**config.mk**
```make
export PLATFORM = sky130hd
export DESIGN_NAME = elac_control
export DESIGN_NICKNAME = d
export VERILOG_FILES = /design/src/elac_pkg.sv /design/src/elac_control.sv /design/src/elac_zero_run.sv
export SDC_FILE = /design/constraint.sdc
export NUM_CORES = 1
export LEC_CHECK = 0
export BUFFER_PORTS_ARGS = -buffer_cell sky130_fd_sc_hd__buf_2
export CORE_UTILIZATION = 63
export CTS_CLUSTER_SIZE = 25
export DETAILED_ROUTE_END_ITERATION = 16
export GPL_ROUTABILITY_DRIVEN = 0
export PLACE_DENSITY = 0.86
export SYNTH_ARGS = -nofsm -noshare
export SYNTH_HDL_FRONTEND = slang
export SYNTH_SLANG_ARGS = --single-unit
```
**constraint.sdc**
```tcl
create_clock -name clock_in -period 5.1 [get_ports clock_in]
set_input_delay 0.51 -clock clock_in [delete_from_list [all_inputs] [get_ports clock_in]]
set_output_delay 0.51 -clock clock_in [all_outputs]
set_load 0.01 [all_outputs]
```
**src/elac_pkg.sv**
```systemverilog
/*
  Shared constants and carrier types for the E1 loopback, alarm and clock control block.
  Assumes a single 25 MHz system clock; all timing counts are derived from CLK_PERIOD_NS.
*/
package elac_pkg;

  // register map
  localparam logic [7:0] LINE_ALARM_CLOCK_CONTROL_ADDR = 8'h13;
  localparam logic [7:0] LOOPBACK_MONITOR_CONTROL_ADDR = 8'h14;
  localparam logic [7:0] LINE_ALARM_CLOCK_CONTROL_RESET = 8'h00;
  localparam logic [7:0] LOOPBACK_MONITOR_CONTROL_RESET = 8'h00;
  localparam logic [7:0] UNMAPPED_READ_VALUE = 8'h00;

  // field positions, line_alarm_clock_control
  localparam int CTL2_COUNTER_UPDATE_SELECT_BIT = 7;
  localparam int CTL2_VIOLATION_COUNT_TYPE_BIT = 6;
  localparam int CTL2_AUTO_ALL_ONES_BIT = 5;
  localparam int CTL2_AUTO_REMOTE_ALARM_BIT = 4;
  localparam int CTL2_RX_SERIAL_FORCE_BIT = 3;
  localparam int CTL2_TX_CLOCK_LOSS_MUX_BIT = 2;
  localparam int CTL2_CARRIER_LOSS_ALT_BIT = 1;
  localparam int CTL2_TX_CLOCK_SOURCE_BIT = 0;

  // field positions, loopback_monitor_control
  localparam int CTL3_REMOTE_LOOP_BIT = 7;
  localparam int CTL3_LOCAL_LOOP_BIT = 6;
  localparam int CTL3_LINE_ALL_ONES_BIT = 5;
  localparam int CTL3_TX_MONITOR_MSB = 4;
  localparam int CTL3_TX_MONITOR_LSB = 0;

  // timing
  localparam int CLK_PERIOD_NS = 40;
  localparam int UPDATE_SLOW_NS = 1000000000;
  localparam int UPDATE_FAST_NS = 62500000;
  localparam int MF_SEARCH_NS = 128000000;
  localparam int MF_GIVEUP_NS = 400000000;
  localparam int TX_CLOCK_LOSS_NS = 2000;
  localparam int UPDATE_SLOW_CYC = UPDATE_SLOW_NS / CLK_PERIOD_NS;
  localparam int UPDATE_FAST_CYC = UPDATE_FAST_NS / CLK_PERIOD_NS;
  localparam int MF_SEARCH_CYC = (MF_SEARCH_NS + CLK_PERIOD_NS - 1) / CLK_PERIOD_NS;
  localparam int MF_GIVEUP_CYC = (MF_GIVEUP_NS + CLK_PERIOD_NS - 1) / CLK_PERIOD_NS;
  localparam logic [7:0] TX_CLOCK_LOSS_CYC =
    8'((TX_CLOCK_LOSS_NS + CLK_PERIOD_NS - 1) / CLK_PERIOD_NS);

  // carrier loss zero-run thresholds
  localparam int ZERO_RUN_W = 12;
  localparam logic [11:0] ZERO_RUN_STD = 12'h0FF;
  localparam logic [11:0] ZERO_RUN_ALT = 12'h800;

  typedef struct packed {
    logic counter_update_select;
    logic violation_count_type;
    logic auto_all_ones_alarm_enable;
    logic auto_remote_alarm_enable;
    logic rx_serial_force_control;
    logic tx_clock_loss_mux;
    logic carrier_loss_alt_criteria;
    logic tx_clock_source_select;
  } elac_ctl2_t;

  typedef struct packed {
    logic remote_loop_enable;
    logic local_loop_enable;
    logic line_all_ones_force;
    logic [4:0] tx_monitor_channel;
  } elac_ctl3_t;

  // one serial bit with its bit-time strobe
  typedef struct packed {
    logic data;
    logic en;
  } elac_bit_t;

endpackage

```
**src/elac_control.sv**
```systemverilog
/*
  Loopback routing, automatic alarms, transmit clock selection and monitor control
  for one E1 channel, with its two control registers on the parallel port.
  Assumes all inputs, including the sampled clock levels, are synchronous to clock_in.
*/
`timescale 1ns/100ps
module elac_control #(
  parameter int UPDATE_SLOW_CYC = elac_pkg::UPDATE_SLOW_CYC,
  parameter int UPDATE_FAST_CYC = elac_pkg::UPDATE_FAST_CYC,
  parameter int MF_SEARCH_CYC = elac_pkg::MF_SEARCH_CYC,
  parameter int MF_GIVEUP_CYC = elac_pkg::MF_GIVEUP_CYC
) (
  input wire logic clock_in,
  input wire logic reset_n_in,
  input wire logic [7:0] host_addr_in,
  input wire logic host_wr_in,
  input wire logic host_rd_in,
  input wire logic [7:0] host_wdata_in,
  output logic [7:0] host_rdata_out,
  input wire logic framer_loop_enable_in,
  input wire logic crc4_enable_in,
  input wire elac_pkg::elac_bit_t tx_fmt_in,
  input wire elac_pkg::elac_bit_t line_in,
  input wire logic mclk_tick_in,
  input wire logic tx_clock_input_in,
  input wire logic rx_clock_in,
  input wire logic rx_framer_serial_in,
  input wire logic frame_sync_lost_in,
  input wire logic ais_received_in,
  input wire logic crc4_mf_sync_in,
  input wire logic bipolar_violation_in,
  input wire logic code_violation_in,
  input wire logic [4:0] tx_fmt_channel_in,
  input wire logic [7:0] tx_fmt_byte_in,
  input wire logic tx_fmt_byte_valid_in,
  output elac_pkg::elac_bit_t line_out,
  output elac_pkg::elac_bit_t rx_framer_out,
  output logic rx_clock_out,
  output logic tx_fmt_clock_out,
  output logic tx_clock_lost_out,
  output logic rx_serial_data_out,
  output logic rx_carrier_loss_out,
  output logic tx_ais_force_out,
  output logic remote_alarm_indication_out,
  output logic counter_update_out,
  output logic violation_count_out,
  output logic [7:0] tx_channel_monitor_out
);

  elac_pkg::elac_ctl2_t ctl2_r;
  elac_pkg::elac_ctl3_t ctl3_r;
  logic [7:0] rdata_r;
  elac_pkg::elac_bit_t line_out_r;
  elac_pkg::elac_bit_t line_out_nxt;
  elac_pkg::elac_bit_t rx_framer_r;
  elac_pkg::elac_bit_t rx_framer_nxt;
  logic rx_clock_r;
  logic tx_fmt_clock_r;
  logic tx_clock_prev_r;
  logic [7:0] tx_idle_r;
  logic tx_clock_lost_r;
  logic rx_serial_r;
  logic [11:0] zero_run;
  logic carrier_loss;
  logic ais_force_r;
  logic remote_alarm_r;
  logic [31:0] mf_wait_r;
  logic mf_late;
  logic mf_giveup;
  logic rx_cond;
  logic [31:0] update_cnt_r;
  logic [31:0] update_last;
  logic update_r;
  logic violation_r;
  logic [7:0] monitor_r;

  // parallel port writes
  always_ff @(posedge clock_in or negedge reset_n_in) begin
    if (!reset_n_in) begin
      ctl2_r <= elac_pkg::LINE_ALARM_CLOCK_CONTROL_RESET;
      ctl3_r <= elac_pkg::LOOPBACK_MONITOR_CONTROL_RESET;
    end else if (host_wr_in) begin
      if (host_addr_in == elac_pkg::LINE_ALARM_CLOCK_CONTROL_ADDR) begin
        ctl2_r <= host_wdata_in;
      end else if (host_addr_in == elac_pkg::LOOPBACK_MONITOR_CONTROL_ADDR) begin
        ctl3_r <= host_wdata_in;
      end
    end
  end

  // registered read; unmapped addresses read as zero
  always_ff @(posedge clock_in or negedge reset_n_in) begin
    if (!reset_n_in) begin
      rdata_r <= elac_pkg::UNMAPPED_READ_VALUE;
    end else if (host_rd_in) begin
      if (host_addr_in == elac_pkg::LINE_ALARM_CLOCK_CONTROL_ADDR) begin
        rdata_r <= ctl2_r;
      end else if (host_addr_in == elac_pkg::LOOPBACK_MONITOR_CONTROL_ADDR) begin
        rdata_r <= ctl3_r;
      end else begin
        rdata_r <= elac_pkg::UNMAPPED_READ_VALUE;
      end
    end
  end

  // line output selection
  always_comb begin
    line_out_nxt = '{data: tx_fmt_in.data | ais_force_r, en: tx_fmt_in.en};
    if (ctl3_r.line_all_ones_force) begin
      line_out_nxt = '{data: 1'b1, en: mclk_tick_in};
    end else if (ctl3_r.remote_loop_enable) begin
      line_out_nxt = line_in;
    end
  end

  // line output unaffected by framer loop
  always_ff @(posedge clock_in or negedge reset_n_in) begin
    if (!reset_n_in) begin
      line_out_r <= '{data: 1'b0, en: 1'b0};
    end else begin
      line_out_r <= line_out_nxt;
    end
  end

  // receive framer feed; framer loop outranks local loop
  always_comb begin
    rx_framer_nxt = line_in;
    if (framer_loop_enable_in) begin
      rx_framer_nxt = tx_fmt_in;
    end else if (ctl3_r.local_loop_enable) begin
      rx_framer_nxt = line_out_r;
    end
  end

  always_ff @(posedge clock_in or negedge reset_n_in) begin
    if (!reset_n_in) begin
      rx_framer_r <= '{data: 1'b0, en: 1'b0};
    end else begin
      rx_framer_r <= rx_framer_nxt;
    end
  end

  always_ff @(posedge clock_in or negedge reset_n_in) begin
    if (!reset_n_in) begin
      rx_clock_r <= 1'b0;
    end else begin
      rx_clock_r <= framer_loop_enable_in ? tx_clock_input_in : rx_clock_in;
    end
  end

  always_ff @(posedge clock_in or negedge reset_n_in) begin
    if (!reset_n_in) begin
      tx_clock_prev_r <= 1'b0;
      tx_idle_r <= 8'h00;
      tx_clock_lost_r <= 1'b0;
    end else begin
      tx_clock_prev_r <= tx_clock_input_in;
      if (tx_clock_input_in != tx_clock_prev_r) begin
        tx_idle_r <= 8'h00;
        tx_clock_lost_r <= 1'b0;
      end else if (tx_idle_r >= elac_pkg::TX_CLOCK_LOSS_CYC) begin
        tx_clock_lost_r <= 1'b1;
      end else begin
        tx_idle_r <= tx_idle_r + 8'h01;
      end
    end
  end

  // glitch-free enough: both sources are sampled levels, switch lands on a clock edge
  always_ff @(posedge clock_in or negedge reset_n_in) begin
    if (!reset_n_in) begin
      tx_fmt_clock_r <= 1'b0;
    end else if (ctl2_r.tx_clock_source_select) begin
      tx_fmt_clock_r <= rx_clock_in;
    end else if (ctl2_r.tx_clock_loss_mux && tx_clock_lost_r) begin
      tx_fmt_clock_r <= rx_clock_in;
    end else begin
      tx_fmt_clock_r <= tx_clock_input_in;
    end
  end

  always_ff @(posedge clock_in or negedge reset_n_in) begin
    if (!reset_n_in) begin
      rx_serial_r <= 1'b1;
    end else begin
      rx_serial_r <= (ctl2_r.rx_serial_force_control && frame_sync_lost_in) ?
        1'b1 : rx_framer_serial_in;
    end
  end

  elac_zero_run u_zero_run (
    .clock_in(clock_in),
    .reset_n_in(reset_n_in),
    .bit_in(line_in),
    .threshold_in(ctl2_r.carrier_loss_alt_criteria ?
      elac_pkg::ZERO_RUN_ALT : elac_pkg::ZERO_RUN_STD),
    .run_out(zero_run),
    .loss_out(carrier_loss)
  );

  // time since frame sync without multiframe sync, saturating
  always_ff @(posedge clock_in or negedge reset_n_in) begin
    if (!reset_n_in) begin
      mf_wait_r <= 32'h00000000;
    end else if (frame_sync_lost_in || crc4_mf_sync_in || !crc4_enable_in) begin
      mf_wait_r <= 32'h00000000;
    end else if (mf_wait_r != 32'hFFFFFFFF) begin
      mf_wait_r <= mf_wait_r + 32'h00000001;
    end
  end

  assign mf_late = mf_wait_r >= 32'(MF_SEARCH_CYC);
  assign mf_giveup = mf_wait_r >= 32'(MF_GIVEUP_CYC);
  assign rx_cond = frame_sync_lost_in | ais_received_in | carrier_loss;

  always_ff @(posedge clock_in or negedge reset_n_in) begin
    if (!reset_n_in) begin
      ais_force_r <= 1'b0;
    end else begin
      ais_force_r <= ctl2_r.auto_all_ones_alarm_enable && rx_cond;
    end
  end

  always_ff @(posedge clock_in or negedge reset_n_in) begin
    if (!reset_n_in) begin
      remote_alarm_r <= 1'b0;
    end else begin
      remote_alarm_r <= (ctl2_r.auto_remote_alarm_enable &&
        (rx_cond || (crc4_enable_in && mf_late))) || mf_giveup;
    end
  end

  assign update_last = ctl2_r.counter_update_select ?
    32'(UPDATE_FAST_CYC - 1) : 32'(UPDATE_SLOW_CYC - 1);

  always_ff @(posedge clock_in or negedge reset_n_in) begin
    if (!reset_n_in) begin
      update_cnt_r <= 32'h00000000;
      update_r <= 1'b0;
    end else if (update_cnt_r >= update_last) begin
      update_cnt_r <= 32'h00000000;
      update_r <= 1'b1;
    end else begin
      update_cnt_r <= update_cnt_r + 32'h00000001;
      update_r <= 1'b0;
    end
  end

  always_ff @(posedge clock_in or negedge reset_n_in) begin
    if (!reset_n_in) begin
      violation_r <= 1'b0;
    end else begin
      violation_r <= ctl2_r.violation_count_type ? code_violation_in : bipolar_violation_in;
    end
  end

  always_ff @(posedge clock_in or negedge reset_n_in) begin
    if (!reset_n_in) begin
      monitor_r <= 8'h00;
    end else if (tx_fmt_byte_valid_in && tx_fmt_channel_in == ctl3_r.tx_monitor_channel) begin
      monitor_r <= tx_fmt_byte_in;
    end
  end

  assign host_rdata_out = rdata_r;
  assign line_out = line_out_r;
  assign rx_framer_out = rx_framer_r;
  assign rx_clock_out = rx_clock_r;
  assign tx_fmt_clock_out = tx_fmt_clock_r;
  assign tx_clock_lost_out = tx_clock_lost_r;
  assign rx_serial_data_out = rx_serial_r;
  assign rx_carrier_loss_out = carrier_loss;
  assign tx_ais_force_out = ais_force_r;
  assign remote_alarm_indication_out = remote_alarm_r;
  assign counter_update_out = update_r;
  assign violation_count_out = violation_r;
  assign tx_channel_monitor_out = monitor_r;

  // checker-side stall length; saturates so a dead clock stays flagged
  logic [7:0] idle_chk_r;

  always_ff @(posedge clock_in or negedge reset_n_in) begin
    if (!reset_n_in) begin
      idle_chk_r <= 8'h00;
    end else if (tx_clock_input_in != tx_clock_prev_r) begin
      idle_chk_r <= 8'h00;
    end else if (idle_chk_r != 8'hFF) begin
      idle_chk_r <= idle_chk_r + 8'h01;
    end
  end
endmodule

```
**src/elac_zero_run.sv**
```systemverilog
/*
  Consecutive-zero run counter for receive carrier loss detection.
  Assumes the bit strobe marks one received line bit per pulse.
*/
`timescale 1ns/100ps
module elac_zero_run (
  input wire logic clock_in,
  input wire logic reset_n_in,
  input wire elac_pkg::elac_bit_t bit_in,
  input wire logic [11:0] threshold_in,
  output logic [11:0] run_out,
  output logic loss_out
);

  logic [11:0] run_r;
  logic loss_r;

  // saturating count, so a dead line never wraps back to clear
  always_ff @(posedge clock_in or negedge reset_n_in) begin
    if (!reset_n_in) begin
      run_r <= 12'h000;
    end else if (bit_in.en) begin
      if (bit_in.data) begin
        run_r <= 12'h000;
      end else if (run_r != 12'hFFF) begin
        run_r <= run_r + 12'h001;
      end
    end
  end

  always_ff @(posedge clock_in or negedge reset_n_in) begin
    if (!reset_n_in) begin
      loss_r <= 1'b0;
    end else if (bit_in.en) begin
      if (bit_in.data) begin
        loss_r <= 1'b0;
      end else if ((run_r + 12'h001) >= threshold_in) begin
        loss_r <= 1'b1;
      end
    end
  end

  assign run_out = run_r;
  assign loss_out = loss_r;

endmodule

```
==> results.sh, run 1 <==
export IMPL_hpwl_mm=10.9
export IMPL_grt_pass1_vias=5628
export IMPL_cts_inserted_buffers=17
export IMPL_die_y_um=106
export IMPL_synth_warnings=0
export IMPL_drt_iter0_markers=475
export IMPL_end_kind="flip-flop"
export IMPL_vias_per_cell=6.40
export IMPL_ctsResizeCount=0
export IMPL_postSynthAreaPerCell_um2=10.3
export IMPL_crit_buf_inv=1
export IMPL_clk_pin_slew_ps=60
export IMPL_finalInstanceArea_mm2=0.00791
export IMPL_leakagePower_nw=3.50
export IMPL_synth_edff_count=0
export IMPL_status="complete, no violations"
export IMPL_timing_fmax_ghz=0.319
export IMPL_synth_cell_types=67
export IMPL_period_share_pct=61.5
export IMPL_drive_gt1_share_pct=21.4
export IMPL_htreeDepth=4
export IMPL_slew_viol_final=0
export IMPL_drc=0
export IMPL_port_buffers=77
export IMPL_io_pins=78
export IMPL_root_buffer="clkbuf_8"
export IMPL_setup_tns_ps=0
export IMPL_nNetsFinal=827
export IMPL_n_fill_cell=706
export IMPL_synth_top_cells_by_area="dfrtp_1 47%, ha_1 5.6%, mux2_2 4.4%, xor2_1 4.2%, nand2_1 2.6%"
export IMPL_vias=5741
export IMPL_cap_viol_max_count=0
export IMPL_met2_length_mm=7.88
export IMPL_hold_violations=0
export IMPL_postCtsHoldBufs=0
export IMPL_rsz0062_at_grt="no"
export IMPL_antenna_found_initial=1
export IMPL_arrival_ps=3480
export IMPL_crit_fanout=26
export IMPL_vdd_drop_max_v=0.000234
export IMPL_m1WireLength_mm=6.56
export IMPL_top_layer="met4"
export IMPL_clock_skew_ps=4.32
export IMPL_routed_wl_met3_mm=1.13
export IMPL_crit_type="reg2reg"
export IMPL_critPathTopFamily="compound AO/OA/AOI/OAI gates"
export IMPL_grt_util_all_layers_pct=30.2
export IMPL_dieArea_mm2=0.0113
export IMPL_synth_top_cell_area_share_pct=47.0
export IMPL_grt_pass1_wl_mm=26.3
export IMPL_setup_viol=0
export IMPL_p_total_mw=2.40
export IMPL_cts_tree="built"
export IMPL_clock_path_buffers=2
export IMPL_grt_max_degree=69
export IMPL_place_area_mm2=0.00736
export IMPL_worstPathCellList="inv_1, ha_1, nand4_1, nor2_1, o21ai_0, a31oi_2, nor3_1"
export IMPL_cp_start_kind="flip-flop"
export IMPL_power_density_mw_per_mm2=304
export IMPL_netlist_top_cell_by_area="dfrtp_1"
export IMPL_grt_ovfl_total=0
export IMPL_max_stage_delay_ps=1070
export IMPL_firstDrtPassIters=6
export IMPL_async_flop_share_pct=100
export IMPL_min_period_ps=3130
export IMPL_syn_inst=666
export IMPL_wl_per_cell_um=18.0
export IMPL_cp_slowest_cell="a31oi_2"
export IMPL_syn_cell_area_mm2=0.00687
export IMPL_min_path_type="in2async"
export IMPL_postRouteAntennaNets=0
export IMPL_start_util_pct=65.6
export IMPL_cts_sinks=130
export IMPL_yosys_register_bits=130
export IMPL_rows=37
export IMPL_clk_latency_ps=530
export IMPL_synth_top_flop_cell="dfrtp_1"
export IMPL_core_mm2=0.0105
export IMPL_yosysSeqAreaShare_pct=47.4
export IMPL_routed_wl_mm=16.1
export IMPL_tightest_slew_ps=1320
export IMPL_required_ps=5450
export IMPL_syn2layout_area_growth_pct=15.1
export IMPL_die_w_um=106
export IMPL_postCtsSetupRepairBufs=0
export IMPL_maxSlewHeadroom_pct=11.6
==> worst paths after layout <==
| check | to | startpoint | slack, ps | cells after the start |
|---|---|---|---|---|
| max in group asynchronous | mf_wait_r[22] | reset_n_in | 3690 | 2 |
| worst max register to register | update_cnt_r[18] | ctl2_r[7] | 1970 | 7 |
| worst min-delay path | update_cnt_r[3] | reset_n_in | 80 | 1 |
| min in group clock_in | tx_clock_prev_r | tx_clock_input_in | 130 | 1 |
| worst max-delay path | update_cnt_r[18] | ctl2_r[7] | 1970 | 7 |
| worst min register to register | tx_channel_monitor_out[7] | tx_channel_monitor_out[7] | 500 | 1 |
==> state kept, by name, summed over array words and instances (netlist names), 8 cells and up <==
signal / count
mf_wait_r: 32
update_cnt_r: 32
u_zero_run.run_out: 12
ctl2_r: 8
ctl3_r: 8
host_rdata_out: 8
tx_channel_monitor_out: 8
tx_idle_r: 8
==> metal layers <==
layer | track usage [%] | vias up
li1 | - | 2629
met1 | 37.6 | 2798
met2 | 48.9 | 255
met3 | 7.73 | 59
met4 | 15.0 | 0
met5 | 0 | -
==> report_power, final <==
part | switching (mW) | total, mW | internal, mW | leakage, nW
clock | 0.420 | 1.11 | 0.695 | 0.270
combinational | 0.104 | 0.183 | 0.0785 | 1.48
sequential | 0.0324 | 1.11 | 1.07 | 1.75
total | 0.557 | 2.40 | 1.85 | 3.50
==> per-stage QoR <==
| step | instances | util, % | setup slack (ps) | hold slack [ps] |
|---|---|---|---|---|
| floorplan | 671 | - | 2870 | 214 |
| global placement | 864 | 70.4 | 2410 | 484 |
| detailed placement | 864 | 70.4 | 2070 | 492 |
| CTS | 896 | 75.5 | 2030 | 112 |
| global route | 897 | 75.6 | 1760 | 121 |
| finish | 897 | 75.6 | 1970 | 81.5 |
==> synth_stat cells, drive strengths merged (15+ instances only) <==
| library cell | instances |
|---|---|
| or3 | 17 |
| o21ai | 37 |
| nor2 | 43 |
| ha | 31 |
| nand2 | 48 |
| and3 | 15 |
| a21oi | 37 |
| mux2 | 27 |
| dfrtp | 129 |
| nor3 | 35 |
| xor2 | 33 |
| nand3 | 28 |
| nand4 | 25 |
==> cell type report <==
type	instances	area, um2	area share (%)
multi-input combinational	505	3480	44.0
sequential	130	3250	41.2
clock buffer	27	492	6.22
timing repair buffer	79	403	5.10
tap	136	170	2.15
inverter	14	52.6	0.665
clock inverter	5	50.0	0.633
antenna	1	2.50	0.0317
==> placed cells by master, fill, tap and decap left out, drive strengths merged, types with 15 or more instances in the layout <==
cell type  count
nand4         25
and3          15
ha            31
xor2          33
dfrtp        129
nor3          35
a21oi         37
buf           79
nand2         48
mux2          27
clkbuf        27
o21ai         37
or3           17
nand3         28
nor2          43
==> kinds of logic (layout without fill, tap and decap cells) <==
logic type	count (synthesis)	count (layout)	share of synthesized area [%]
and+or+nand+nor	259	259	20.8
AOI/OAI and AO/OA	131	131	12.8
DFF	130	130	47.4
xor gates and xnor gates	46	46	5.87
buffers and inverters	36	125	2.28
muxes	32	32	5.16
adders and majority gates	31	31	5.65
other	1	7	0.0546
Note: power is estimated with default switching activity, not from simulation.
==> run 2, diff against run 1 <==
CORE_UTILIZATION = 59   (was 63)
PLACE_DENSITY = 0.81   (was 0.86)
clock period = 3 ns   (was 5.1 ns; I/O delays follow)
==> run 2 against run 1 <==
Effect of this change: the run now ends with hold timing left; combinational power rose by 70%; setup slack got worse by 1600 ps; global-route usage fell by 2.7 points; core utilization fell by 4.7 points; maximum frequency rose by 19%; die area rose by 6.6%; count of clock-buffer cells in the layout fell by 6; via count fell by 2.9%; clock power rose by 97%; clock skew rose by 2.4 ps; final cell count rose by 1.3%; design area rose by 2.0%; critical path type unchanged; largest cell class unchanged.
==> results.sh, run 2 (synthesized netlist as in run 1, its figures left out) <==
export IMPL_status="finished with violations"
export IMPL_failed_checks="hold timing"
export IMPL_period_share_pct=87.8
export IMPL_drive_gt1_share_pct=22.7
export IMPL_setup_worst_path_start="ctl2_r[7]"
export IMPL_drt_iter0_markers=440
export IMPL_grt_util_all_layers_pct=27.5
export IMPL_p_clk_share_pct=50.0
export IMPL_power_density_mw_per_mm2=543
export IMPL_cap_viol_max_count=0
export IMPL_core_mm2=0.0114
export IMPL_clock_skew_ps=6.72
export IMPL_vias_per_cell=6.13
export IMPL_setup_tns_ps=0
export IMPL_htreeDepth=4
export IMPL_postRouteAntennaNets=0
export IMPL_crit_fanout=13
export IMPL_cp_start_kind="flip-flop"
export IMPL_place_area_mm2=0.00744
export IMPL_cts_sinks=130
export IMPL_tightest_slew_ps=828
export IMPL_clk_latency_ps=420
export IMPL_cts_inserted_buffers=17
export IMPL_swShare_pct=22.1
export IMPL_grt_pass1_vias=5375
export IMPL_nNetsFinal=834
export IMPL_combPwrFrac_pct=7.1
export IMPL_firstDrtPassIters=7
export IMPL_die_w_um=110
export IMPL_maxSlewHeadroom_pct=44.8
export IMPL_final_cells=909
export IMPL_root_buffer="clkbuf_16"
export IMPL_rows=39
export IMPL_hpwl_mm=10.8
export IMPL_rsz0062_at_grt="no"
export IMPL_leakagePower_nw=3.58
export IMPL_slew_viol_final=0
export IMPL_holdWs_ps=-20.5
export IMPL_vias=5576
export IMPL_io_pins=78
export IMPL_setup_viol=0
export IMPL_grt_max_degree=65
export IMPL_layout_setup_ws_ps=367
export IMPL_clk_pin_slew_ps=50
export IMPL_syn2layout_area_growth_pct=17.4
export IMPL_finalInstanceArea_mm2=0.00806
export IMPL_antenna_found_initial=0
export IMPL_place_inst=878
export IMPL_timing_fmax_ghz=0.380
export IMPL_power_frac_seq_pct=42.9
export IMPL_grt_ovfl_total=0
export IMPL_routed_wl_mm=15.5
export IMPL_pre_cts_ws_ps=386
export IMPL_p_total_mw=4.38
export IMPL_die_y_um=110
export IMPL_hold_violations=33
export IMPL_postCtsHoldBufs=0
export IMPL_clock_path_buffers=2
export IMPL_start_util_pct=60.4
export IMPL_postCtsSetupRepairBufs=0
export IMPL_end_kind="flip-flop"
export IMPL_min_period_ps=2630
export IMPL_wl_per_cell_um=17.0
export IMPL_required_ps=3270
export IMPL_r2r_start="ctl2_r[7]"
export IMPL_cts_tree="built"
export IMPL_power_internal_mw=3.41
export IMPL_layout_common_cells="129 x dfrtp_1, 76 x buf_2, 48 x nand2_1"
export IMPL_port_buffers=77
export IMPL_grt_pass1_wl_mm=25.2
export IMPL_switching_power_mw=0.970
export IMPL_utilization_pct=70.9
export IMPL_diodes=0
export IMPL_final_common_cell="dfrtp_1"
export IMPL_crit_type="reg2reg"
export IMPL_min_path_type="in2async"
export IMPL_arrival_ps=2900
export IMPL_ctsResizeCount=0
export IMPL_dieArea_mm2=0.0121
export IMPL_drc=0
export IMPL_vdd_drop_max_v=0.000823
## run 2: cell type report
class / count / area, um2
tap: 143 / 179
clock buffer: 21 / 470
inverter: 14 / 52.6
timing repair buffer: 86 / 468
multi-input combinational: 505 / 3480
fill: 822 / 3310
sequential: 130 / 3250
clock inverter: 10 / 156
## run 2: worst paths after layout
path                                             end  slack, ps  cells past startpoint
hold reg to reg            tx_channel_monitor_out[6]        500                      1
setup / recovery                    update_cnt_r[12]        370                      8
min in group clock_in                tx_clock_prev_r         50                      1
setup reg to reg                    update_cnt_r[12]        370                      8
hold / removal                       update_cnt_r[5]        -20                      1
max in group asynchronous               tx_idle_r[7]       2310                      2
## run 2: power groups by stage
stage | clock [mW] | sequential (mW) | combinational [mW]
finish | 2.19 | 1.88 | 0.312
global route | 2.29 | 1.89 | 0.350
CTS | 2.21 | 1.88 | 0.317
detailed placement | 0 | 1.91 | 0.311
global placement | 0 | 1.90 | 0.297
floorplan | 0 | 1.92 | 0.136
## run 2: critical path, stage by stage, from the launching register on
cell and delay (ps):
dfrtp_1 600, inv_1 250, ha_1 390, a21oi_1 80, a21boi_0 200, o21bai_1 110
a31oi_2 510, buf_4 270, nor3_1 70
## run 2: layer usage
metal | routed length [um] | track usage, %
met5 | 0 | 0
met2 | 7610 | 45.3
met1 | 6660 | 33.9
met3 | 858 | 7.94
met4 | 346 | 11.1
